`src/hdl/conv_ctrl_consts.svh`:
```
// offsets, field positions, reset values and counts for the converter control block
//
// Operation
// Three identical converter instances each have a control, a code-high and a code-low register and share one load register.
// Control bit 7 enables the instance when set and disables it when clear.
// Control bit 6 picks the code format: one is left justified, zero is right justified.
// Left justified: high bits 7..0 hold code 9..2, low bits 7..6 hold code 1..0, low bits 5..0 read zero.
// Right justified: high bits 7..2 read zero, high bits 1..0 hold code 9..8, the low byte holds code 7..0.
// Control bit 5 routes the converter output to the first output pin, clear disconnects it.
// Control bit 4 routes the converter output to the second output pin, clear disconnects it.
// The positive source field picks supply, the external pin or fixed reference two; software keeps off code 11.
// The negative source field picks analog ground or the first pin; code 10 is the second pin on the third instance only; 11 is reserved.
// Writing one to a load bit copies that instance's code registers into its buffer, then the bit clears itself.
// While a load bit is zero the buffer keeps its contents whatever the code registers do.
// The load register holds the load bits at positions 4, 1 and 0; every other bit reads zero.
// Code register writes reach the output only on a load, and all ten bits change together.
// Reset disables each instance, disconnects both pins and clears all ten code bits.
// Each instance drives its buffered code, enable, pin routes and source selects to the ladder on the edge after the load.
// Only the code waits for the load; enable, pin routes and source selects follow a control write one edge after it lands.
// A change of format only changes the register-to-code mapping and never touches the buffer by itself.
`ifndef CONV_CTRL_CONSTS_SVH
`define CONV_CTRL_CONSTS_SVH

// register byte addresses
`define OFS_CTRL_A 8'h00
`define OFS_CTRL_B 8'h04
`define OFS_CTRL_C 8'h08
`define OFS_HIGH_A 8'h0C
`define OFS_HIGH_B 8'h10
`define OFS_HIGH_C 8'h14
`define OFS_LOW_A 8'h18
`define OFS_LOW_B 8'h1C
`define OFS_LOW_C 8'h20
`define OFS_LOAD 8'h24

// control register fields
`define BIT_EN 7
`define BIT_FMT 6
`define BIT_ROUTE1 5
`define BIT_ROUTE2 4
`define POS_HI 3
`define POS_LO 2
`define NEG_HI 1
`define NEG_LO 0

// load register fields
`define LOAD_BIT_A 0
`define LOAD_BIT_B 1
`define LOAD_BIT_C 4

// reset values and counts
`define CTRL_RST 8'h00
`define CODE_RST 8'h00
`define BUF_RST 10'h000
`define CODE_W 10
`define NUM_CONV 3

`endif

```
`src/hdl/conv_ctrl_pkg.sv`:
```
// types shared by the converter control block
package conv_ctrl_pkg;
   typedef logic [9:0] code_t;
   typedef enum logic [1:0] {
      POS_SUPPLY = 2'b00,
      POS_EXT_PIN = 2'b01,
      POS_FIXED_REF = 2'b10,
      POS_RSVD = 2'b11
   } pos_src_t;
   typedef enum logic [1:0] {
      NEG_GROUND = 2'b00,
      NEG_PIN_FIRST = 2'b01,
      NEG_PIN_SECOND = 2'b10,
      NEG_RSVD = 2'b11
   } neg_src_t;
   typedef enum logic [2:0] {
      REG_NONE = 3'b000,
      REG_CTRL = 3'b001,
      REG_HIGH = 3'b010,
      REG_LOW = 3'b011,
      REG_LOAD = 3'b100
   } reg_kind_t;
   typedef enum logic {
      ST_WAIT = 1'b0,
      ST_READY = 1'b1
   } apb_state_t;
endpackage

```
`src/hdl/conv_link_if.sv`:
```
// settings passed from the register file to one converter instance
`timescale 1ns/1ns
interface conv_link_if;
   logic [7:0] ctrl;
   conv_ctrl_pkg::code_t code;
   logic load;
   modport src (output ctrl, output code, output load);
   modport sink (input ctrl, input code, input load);
endinterface

```
`src/hdl/conv_channel.sv`:
```
// one converter instance: code double buffer and ladder-side outputs
`timescale 1ns/1ns
`include "conv_ctrl_consts.svh"
module conv_channel #(
   parameter bit NEG_SECOND_OK = 1'b0
) (
   // clock and synchronised reset
   input logic clk_in,
   input logic rst_b_in,
   // settings from the register file
   conv_link_if.sink link,
   // toward the ladder and source multiplexers
   output logic enable_out,
   output logic route_first_out,
   output logic route_second_out,
   output conv_ctrl_pkg::pos_src_t pos_sel_out,
   output conv_ctrl_pkg::neg_src_t neg_sel_out,
   output conv_ctrl_pkg::code_t code_out
);
   import conv_ctrl_pkg::*;

   code_t buf_r;
   logic enable_r;
   logic route1_r;
   logic route2_r;
   pos_src_t pos_r;
   pos_src_t pos_nxt;
   neg_src_t neg_r;
   neg_src_t neg_nxt;

   if ($bits(code_t) != `CODE_W) begin : g_chk
      $error("code type width does not match the converter");
   end

   // reserved selections fall back to the rail ends so the ladder never floats
   always_comb begin
      pos_nxt = pos_src_t'(link.ctrl[`POS_HI:`POS_LO]);
      if (pos_nxt == POS_RSVD) begin
         pos_nxt = POS_SUPPLY;
      end
      neg_nxt = neg_src_t'(link.ctrl[`NEG_HI:`NEG_LO]);
      if (neg_nxt == NEG_RSVD || (neg_nxt == NEG_PIN_SECOND && !NEG_SECOND_OK)) begin
         neg_nxt = NEG_GROUND;
      end
   end

   // double buffer: only a load pulse moves the composed code in
   always_ff @(posedge clk_in or negedge rst_b_in) begin
      if (!rst_b_in) begin
         buf_r <= `BUF_RST;
      end else if (link.load) begin
         buf_r <= link.code;
      end
   end

   // control copies, one edge behind the register
   always_ff @(posedge clk_in or negedge rst_b_in) begin
      if (!rst_b_in) begin
         enable_r <= 1'b0;
         route1_r <= 1'b0;
         route2_r <= 1'b0;
         pos_r <= POS_SUPPLY;
         neg_r <= NEG_GROUND;
      end else begin
         enable_r <= link.ctrl[`BIT_EN];
         route1_r <= link.ctrl[`BIT_ROUTE1];
         route2_r <= link.ctrl[`BIT_ROUTE2];
         pos_r <= pos_nxt;
         neg_r <= neg_nxt;
      end
   end

   // outputs straight from the flops
   assign enable_out = enable_r;
   assign route_first_out = route1_r;
   assign route_second_out = route2_r;
   assign pos_sel_out = pos_r;
   assign neg_sel_out = neg_r;
   assign code_out = buf_r;
endmodule

```
`src/hdl/conv_ctrl_top.sv`:
```
// register file and APB slave for three ten-bit converter instances
//
// The APB slave port and the placing of the registers were left to the implementer.
`timescale 1ns/1ns
`include "conv_ctrl_consts.svh"
module conv_ctrl_top #(
   parameter int ADDR_W = 8
) (
   // clock and reset
   input logic mclk_in,
   input logic rst_b_in,
   // APB slave
   input logic psel_in,
   input logic penable_in,
   input logic pwrite_in,
   input logic [ADDR_W-1:0] paddr_in,
   input logic [31:0] pwdata_in,
   input logic [3:0] pstrb_in,
   output logic [31:0] prdata_out,
   output logic pready_out,
   output logic pslverr_out,
   // per instance, index 0 = a, 1 = b, 2 = c
   output logic [2:0] enable_out,
   output logic [2:0] pin_route_first_out,
   output logic [2:0] pin_route_second_out,
   output logic [5:0] positive_source_sel_out,
   output logic [5:0] negative_source_sel_out,
   output logic [29:0] code_out
);
   import conv_ctrl_pkg::*;

   // reset synchroniser
   logic rst_meta_r;
   logic rst_sync_r;

   // register storage, raw bytes as written
   logic [7:0] ctrl_r [`NUM_CONV];
   logic [7:0] high_r [`NUM_CONV];
   logic [7:0] low_r [`NUM_CONV];
   logic [2:0] load_r;
   logic [2:0] load_nxt;

   // bus side
   apb_state_t state_r;
   logic pready_r;
   logic pslverr_r;
   logic [31:0] prdata_r;
   logic [31:0] rdata_nxt;
   reg_kind_t kind;
   logic [1:0] idx;
   logic [7:0] addr8;
   logic access;
   logic wr_fire;
   logic [7:0] wbyte;
   logic [2:0] we_ctrl;
   logic [2:0] we_high;
   logic [2:0] we_low;
   logic we_load;

   // composed codes and readback views
   code_t code_w [`NUM_CONV];
   logic [7:0] high_view [`NUM_CONV];
   logic [7:0] low_view [`NUM_CONV];

   // the decode compares against 8-bit offsets
   if (ADDR_W < 6 || ADDR_W > 32) begin : g_chk
      $error("ADDR_W must lie between 6 and 32");
   end

   // release reset through two flops, assert at once
   always_ff @(posedge mclk_in or negedge rst_b_in) begin
      if (!rst_b_in) begin
         rst_meta_r <= 1'b0;
         rst_sync_r <= 1'b0;
      end else begin
         rst_meta_r <= 1'b1;
         rst_sync_r <= rst_meta_r;
      end
   end

   // upper address bits beyond the map make the access unmapped
   always_comb begin
      addr8 = 8'(paddr_in);
      if (ADDR_W > 8) begin
         if (paddr_in >> 8 != '0) begin
            addr8 = 8'hFF;
         end
      end
   end

   // address decode
   always_comb begin
      kind = REG_NONE;
      idx = 2'd0;
      if (addr8 == `OFS_CTRL_A) begin
         kind = REG_CTRL;
         idx = 2'd0;
      end else if (addr8 == `OFS_CTRL_B) begin
         kind = REG_CTRL;
         idx = 2'd1;
      end else if (addr8 == `OFS_CTRL_C) begin
         kind = REG_CTRL;
         idx = 2'd2;
      end else if (addr8 == `OFS_HIGH_A) begin
         kind = REG_HIGH;
         idx = 2'd0;
      end else if (addr8 == `OFS_HIGH_B) begin
         kind = REG_HIGH;
         idx = 2'd1;
      end else if (addr8 == `OFS_HIGH_C) begin
         kind = REG_HIGH;
         idx = 2'd2;
      end else if (addr8 == `OFS_LOW_A) begin
         kind = REG_LOW;
         idx = 2'd0;
      end else if (addr8 == `OFS_LOW_B) begin
         kind = REG_LOW;
         idx = 2'd1;
      end else if (addr8 == `OFS_LOW_C) begin
         kind = REG_LOW;
         idx = 2'd2;
      end else if (addr8 == `OFS_LOAD) begin
         kind = REG_LOAD;
      end
   end

   // a write lands only on the edge where the master sees pready high
   assign access = psel_in && penable_in;
   assign wr_fire = access && pready_r && pwrite_in && pstrb_in[0];
   assign wbyte = pwdata_in[7:0];

   // one write enable per register, so each store below is a plain guarded copy
   always_comb begin
      we_ctrl = 3'b000;
      we_high = 3'b000;
      we_low = 3'b000;
      we_load = 1'b0;
      if (wr_fire) begin
         if (kind == REG_CTRL) begin
            we_ctrl[idx] = 1'b1;
         end else if (kind == REG_HIGH) begin
            we_high[idx] = 1'b1;
         end else if (kind == REG_LOW) begin
            we_low[idx] = 1'b1;
         end else if (kind == REG_LOAD) begin
            we_load = 1'b1;
         end
      end
   end

   // code composition and readback per instance
   for (genvar i = 0; i < `NUM_CONV; i++) begin : g_view
      always_comb begin
         if (ctrl_r[i][`BIT_FMT]) begin
            code_w[i] = {high_r[i], low_r[i][7:6]};
            high_view[i] = high_r[i];
            low_view[i] = {low_r[i][7:6], 6'h00};
         end else begin
            code_w[i] = {high_r[i][1:0], low_r[i]};
            high_view[i] = {6'h00, high_r[i][1:0]};
            low_view[i] = low_r[i];
         end
      end
   end

   // read multiplexer, narrow data in the low byte
   always_comb begin
      rdata_nxt = 32'h0000_0000;
      if (kind == REG_CTRL) begin
         rdata_nxt[7:0] = ctrl_r[idx];
      end else if (kind == REG_HIGH) begin
         rdata_nxt[7:0] = high_view[idx];
      end else if (kind == REG_LOW) begin
         rdata_nxt[7:0] = low_view[idx];
      end else if (kind == REG_LOAD) begin
         rdata_nxt[`LOAD_BIT_A] = load_r[0];
         rdata_nxt[`LOAD_BIT_B] = load_r[1];
         rdata_nxt[`LOAD_BIT_C] = load_r[2];
      end
   end

   // one wait state: answer prepared on the first access edge
   always_ff @(posedge mclk_in or negedge rst_sync_r) begin
      if (!rst_sync_r) begin
         state_r <= ST_WAIT;
         pready_r <= 1'b0;
      end else begin
         case (state_r)
            ST_WAIT: begin
               if (access) begin
                  state_r <= ST_READY;
                  pready_r <= 1'b1;
               end
            end
            ST_READY: begin
               state_r <= ST_WAIT;
               pready_r <= 1'b0;
            end
            default: begin
               state_r <= ST_WAIT;
               pready_r <= 1'b0;
            end
         endcase
      end
   end

   // read data, held while pready stands
   always_ff @(posedge mclk_in or negedge rst_sync_r) begin
      if (!rst_sync_r) begin
         prdata_r <= 32'h0000_0000;
      end else if (state_r == ST_WAIT && access) begin
         prdata_r <= pwrite_in ? 32'h0000_0000 : rdata_nxt;
      end else if (state_r == ST_READY) begin
         prdata_r <= 32'h0000_0000;
      end
   end

   // error answer only for holes in the map
   always_ff @(posedge mclk_in or negedge rst_sync_r) begin
      if (!rst_sync_r) begin
         pslverr_r <= 1'b0;
      end else if (state_r == ST_WAIT && access) begin
         pslverr_r <= (kind == REG_NONE);
      end else if (state_r == ST_READY) begin
         pslverr_r <= 1'b0;
      end
   end

   // control registers steer the instances
   for (genvar i = 0; i < `NUM_CONV; i++) begin : g_regs
      always_ff @(posedge mclk_in or negedge rst_sync_r) begin
         if (!rst_sync_r) begin
            ctrl_r[i] <= `CTRL_RST;
         end else if (we_ctrl[i]) begin
            ctrl_r[i] <= wbyte;
         end
      end

      // raw bytes are kept whole so a format flip only remaps them
      always_ff @(posedge mclk_in or negedge rst_sync_r) begin
         if (!rst_sync_r) begin
            high_r[i] <= `CODE_RST;
         end else if (we_high[i]) begin
            high_r[i] <= wbyte;
         end
      end

      always_ff @(posedge mclk_in or negedge rst_sync_r) begin
         if (!rst_sync_r) begin
            low_r[i] <= `CODE_RST;
         end else if (we_low[i]) begin
            low_r[i] <= wbyte;
         end
      end
   end

   // load bits live one cycle: a fresh set wins over the self clear
   always_comb begin
      load_nxt = 3'b000;
      if (we_load) begin
         load_nxt[0] = wbyte[`LOAD_BIT_A];
         load_nxt[1] = wbyte[`LOAD_BIT_B];
         load_nxt[2] = wbyte[`LOAD_BIT_C];
      end
   end

   always_ff @(posedge mclk_in or negedge rst_sync_r) begin
      if (!rst_sync_r) begin
         load_r <= 3'b000;
      end else begin
         load_r <= load_nxt;
      end
   end

   // one link and one channel per instance; only c has the second negative pin
   for (genvar i = 0; i < `NUM_CONV; i++) begin : g_conv
      conv_link_if link ();
      pos_src_t pos_sel;
      neg_src_t neg_sel;
      code_t code_buf;

      assign link.ctrl = ctrl_r[i];
      assign link.code = code_w[i];
      assign link.load = load_r[i];

      conv_channel #(
         .NEG_SECOND_OK(i == `NUM_CONV - 1)
      ) u_chan (
         .clk_in(mclk_in),
         .rst_b_in(rst_sync_r),
         .link(link.sink),
         .enable_out(enable_out[i]),
         .route_first_out(pin_route_first_out[i]),
         .route_second_out(pin_route_second_out[i]),
         .pos_sel_out(pos_sel),
         .neg_sel_out(neg_sel),
         .code_out(code_buf)
      );

      assign positive_source_sel_out[2*i+1:2*i] = pos_sel;
      assign negative_source_sel_out[2*i+1:2*i] = neg_sel;
      assign code_out[10*i+9:10*i] = code_buf;
   end

   // bus outputs straight from flops
   assign prdata_out = prdata_r;
   assign pready_out = pready_r;
   assign pslverr_out = pslverr_r;
endmodule

```
`config.mk`:
```
export PLATFORM = sky130hd
export DESIGN_NAME = conv_ctrl_top
export DESIGN_NICKNAME = d
export VERILOG_FILES = /design/src/hdl/conv_ctrl_pkg.sv /design/src/hdl/conv_link_if.sv /design/src/hdl/conv_channel.sv /design/src/hdl/conv_ctrl_top.sv
export VERILOG_INCLUDE_DIRS = /design/src /design/src/hdl
export SDC_FILE = /design/constraint.sdc
export NUM_CORES = 1
export LEC_CHECK = 0
export ABC_AREA = 1
export CAP_MARGIN = 15
export CORE_MARGIN = 1
export CORE_UTILIZATION = 45
export CTS_CLUSTER_DIAMETER = 40
export CTS_CLUSTER_SIZE = 20
export DETAILED_ROUTE_END_ITERATION = 12
export DONT_BUFFER_PORTS = 1
export PLACE_DENSITY = 0.65
export SYNTH_ARGS = -nofsm -noshare
export SYNTH_HDL_FRONTEND = slang
export SYNTH_SLANG_ARGS = --single-unit
```
`constraint.sdc`:
```
create_clock -name mclk_in -period 11.3 [get_ports mclk_in]
set_clock_uncertainty 0.2 [all_clocks]
set_input_delay 0.565 -clock mclk_in [delete_from_list [all_inputs] [get_ports mclk_in]]
set_output_delay 0.565 -clock mclk_in [all_outputs]
set_load 0.05 [all_outputs]
```
==> results.sh <==
export IMPL_run_status="finished clean"
export IMPL_timing_setup_critical_path_class="reg -> reg"
export IMPL_synth_area_mux_share_pct=0
export IMPL_worst_r2r_startpoint="pready_out"
export IMPL_die_width_um=123.5
export IMPL_globalRoute_totalOverflow=0
export IMPL_share_of_final_layout_standard_cells_stronger_than_drive_strength_1_pct=10.90
export IMPL_synth_area_leader_cell="sky130_fd_sc_hd__dfrtp_1"
export IMPL_synth_xor_area_share_pct=0
export IMPL_cts_tree="yes"
export IMPL_wire_length_of_the_first_global_routing_pass_um=25650
export IMPL_port_buffer_count=0
export IMPL_yosys_most_used_dff="sky130_fd_sc_hd__dfrtp_1"
export IMPL_wl_per_cell_um=16.77
export IMPL_worst_slack_ps=9109
export IMPL_total_wirelength_of_the_detailed_routed_design_um=16160
export IMPL_placement_setup_worst_slack_ps=8762
export IMPL_clockRootBuffer="sky130_fd_sc_hd__clkbuf_16"
export IMPL_ant_nets=0
export IMPL_internal_power_mw=0.8869
export IMPL_dp_hpwl_um=11010
export IMPL_synth_top_cells_by_count="sky130_fd_sc_hd__nand2_1 (265), sky130_fd_sc_hd__dfrtp_1 (139), sky130_fd_sc_hd__nor2_1 (54)"
export IMPL_synth_cell_area_mm2=0.006648
export IMPL_ir_drop_uv=95.56
export IMPL_cts_reportedPaths_clkPinSlew_ps=60
export IMPL_timing_critical_path_to_type="register"
export IMPL_count_of_vias_placed_by_the_detailed_router=4977
export IMPL_total_i_o_pin_count=134
export IMPL_synth_top_area_share_pct=52.32
export IMPL_cp_slowest_stage_delay_ps=640
export IMPL_synth_seq_area_share_pct=52.32
export IMPL_detail_route_vias_per_cell=5.163
export IMPL_clock_path_buffers=2
export IMPL_cts_max_level=4
export IMPL_antenna_found_initial=0
export IMPL_clockPowerShare_pct=50.9
export IMPL_min_from="penable_in"
export IMPL_powerDensity_mw_per_mm2=160.7
export IMPL_clock_insertion_delay_worst_skew_ps=420
export IMPL_area_growth_pct=8.075
export IMPL_grt_setup_unrepaired="no"
export IMPL_drv_cap=0
export IMPL_fmax_mhz=456.3
export IMPL_nets=817
export IMPL_cp_start_kind="register"
export IMPL_worstMarginPinSlew_ps=682.6
export IMPL_crit_start="pready_out"
export IMPL_fin_tns_setup_ps=0
export IMPL_syn_area_per_cell_um2=8.458
export IMPL_grt_pass1_vias=4800
export IMPL_critPathMaxFanout=16
export IMPL_timing_max_transition_violations_final=0
export IMPL_power_leakage_nw=3.597
export IMPL_synth_adder_area_share_pct=0
export IMPL_worstPathArrival_ps=2270
export IMPL_initial_utilization_pct=45.91
export IMPL_ys_seq_elements=139
export IMPL_compound_gate_portion_of_the_synthesized_area_pct=11.97
export IMPL_ys_top_cells_by_area="sky130_fd_sc_hd__dfrtp_1 (52%), sky130_fd_sc_hd__nand2_1 (15%), sky130_fd_sc_hd__buf_4 (4.3%)"
export IMPL_die_area_mm2=0.01526
export IMPL_globalRouteTotalUtil_pct=23.21
export IMPL_post_cts_resized_instances=0
export IMPL_final_min_period_over_clock_period_pct=19.39
export IMPL_grt_max_degree=85
export IMPL_cts_buffers_inserted=17
export IMPL_postSynth_asyncResetShare_pct=100.0
export IMPL_die_height_um=123.5
export IMPL_main_combinational_cell_family_by_area_after_synthesis="simple AND/OR/NAND/NOR gates"
export IMPL_power_sequential_fraction_pct=44.7
export IMPL_yosysUniqueCellTypes=27
export IMPL_tritoncts_num_sinks=139
export IMPL_post_route_min_period_ps=2191
export IMPL_synthesis_instances=786
export IMPL_finalSetupViolations=0
export IMPL_detail_route_first_pass_iterations=5
export IMPL_report_final_hold_viol_count=0
export IMPL_antennaDiodeCount=0
export IMPL_yosysWarningCount=0
export IMPL_synthMostInstantiatedCell="sky130_fd_sc_hd__nand2_1"
export IMPL_hold_class="in -> reg"
export IMPL_post_route_cell_area_mm2=0.007184
export IMPL_netSwitchingFraction_pct=23.20
export IMPL_synth_edff_count=0
export IMPL_gp_routability_congestion=0.8622
export IMPL_yosys_area_share_simple_pct=25.28
export IMPL_pwr_share_comb_pct=4.4
export IMPL_drt_iter0_drc=601
export IMPL_slew_limit_headroom_pct=54.50
export IMPL_post_dp_cell_area_mm2=0.006523
export IMPL_rows=44
export IMPL_remaining_drc_errors=0
export IMPL_crit_path_cell_trace="nand4_1, inv_2, nand3_2, nand2_1, o21ai_1"
export IMPL_switchingPower_mw=0.2679
export IMPL_critical_path_slowest_cell="sky130_fd_sc_hd__dfrtp_1"
export IMPL_core_area_mm2=0.01448
export IMPL_timing_critical_path_required_ps=11380
-- power groups by stage --
| stage | clock (mW) | combinational (mW) | sequential [mW] |
|---|---|---|---|
| final | 0.588 | 0.0505 | 0.516 |
| after global routing | 0.621 | 0.0559 | 0.517 |
| after detailed placement | 0 | 0.0494 | 0.525 |
| after global placement | 0 | 0.0492 | 0.525 |
| after floorplan | 0 | 0.0427 | 0.527 |
| after CTS | 0.598 | 0.0499 | 0.516 |
-- kinds of logic (layout without fill, tap and decap cells) --
kind of cell / after synthesis / in the layout
buffers and inverters: 124 / 93
flip-flops: 139 / 139
other: 2 / 27
AND/OR/NAND/NOR: 384 / 384
AO/OA/AOI/OAI: 137 / 137
-- placed cells by master, fill, tap and decap left out, drive strengths merged --
cell type / n
bufinv: 4
o21ai: 77
nand4: 4
dlygate4sd3: 1
inv: 58
a31oi: 25
conb: 27
clkinvlp: 3
nor2: 61
nand2: 277
clkbuf: 19
dfrtp: 139
a21oi: 34
clkinv: 5
buf: 3
o31ai: 1
nand3: 42
-- path summary, 6_finish.rpt --
path,to,slack (ps),depth (start not counted)
setup / recovery,high_r[0],9110,5
hold / removal,state_r,110,2
setup reg to reg,high_r[0],9110,5
hold reg to reg,rst_sync_r,150,0
max in group asynchronous,g_conv[2].link.ctrl[2],9610,2
min in group asynchronous,rst_sync_r,170,1
-- sequential cells by signal (all words and copies together) (netlist names) --
name,flops
g_conv.link.ctrl,24
load_r,3
rst_sync_r,1
g_conv.u_chan.enable_out,3
pready_out,1
g_conv.u_chan.route_second_out,3
pslverr_out,1
high_r,24
g_conv.u_chan.route_first_out,3
prdata_out,8
low_r,24
g_conv.u_chan.pos_sel_out,6
rst_meta_r,1
state_r,1
g_conv.u_chan.code_out,30
g_conv.u_chan.neg_sel_out,6
-- stage by stage --
step / utilization, % / cells / power [mW] / hold slack (ps)
detailed placement: 45.05 / 931 / 0.5748 / 69.48
global placement: 45.05 / 931 / 0.5745 / 69.47
global route: 49.62 / 964 / 1.194 / 134.5
CTS: 49.43 / 963 / 1.164 / 89.22
floorplan: - / 811 / 0.5698 / 69.41
finish: 49.62 / 964 / 1.155 / 110.7
-- layout make-up --
type / instances / area [um2]
Inverter: 58 / 217.7
Clock buffer: 19 / 452.9
Multi-Input combinational cell: 548 / 2577
Timing Repair Buffer: 4 / 52.55
Sequential cell: 139 / 3482
Fill cell: 1394 / 7295
Tap cell: 184 / 230.2
Clock inverter: 12 / 171.4
-- critical path: cells and delay by family, from the launching register on --
family / cells / cell delay, ps
AND/OR/NAND/NOR: 3 / 820
flip-flops: 1 / 640
buffers and inverters: 1 / 290
AO/OA/AOI/OAI: 1 / 90
-- timing repair --
item,CTS,global route
endpoints found under the hold margin,2,0
buffers inserted,0,0
hold buffers,1,0
-- per-layer routing --
| metal | up-vias | wire, um | global-route usage, % |
|---|---|---|---|
| met5 | - | 0 | 0 |
| met2 | 162 | 7554 | 36.28 |
| met3 | 26 | 1014 | 7.196 |
| met4 | 0 | 321 | 8.133 |
| met1 | 2362 | 7273 | 30.36 |
| li1 | 2427 | - | - |
Power figures use the tool's default switching activity.
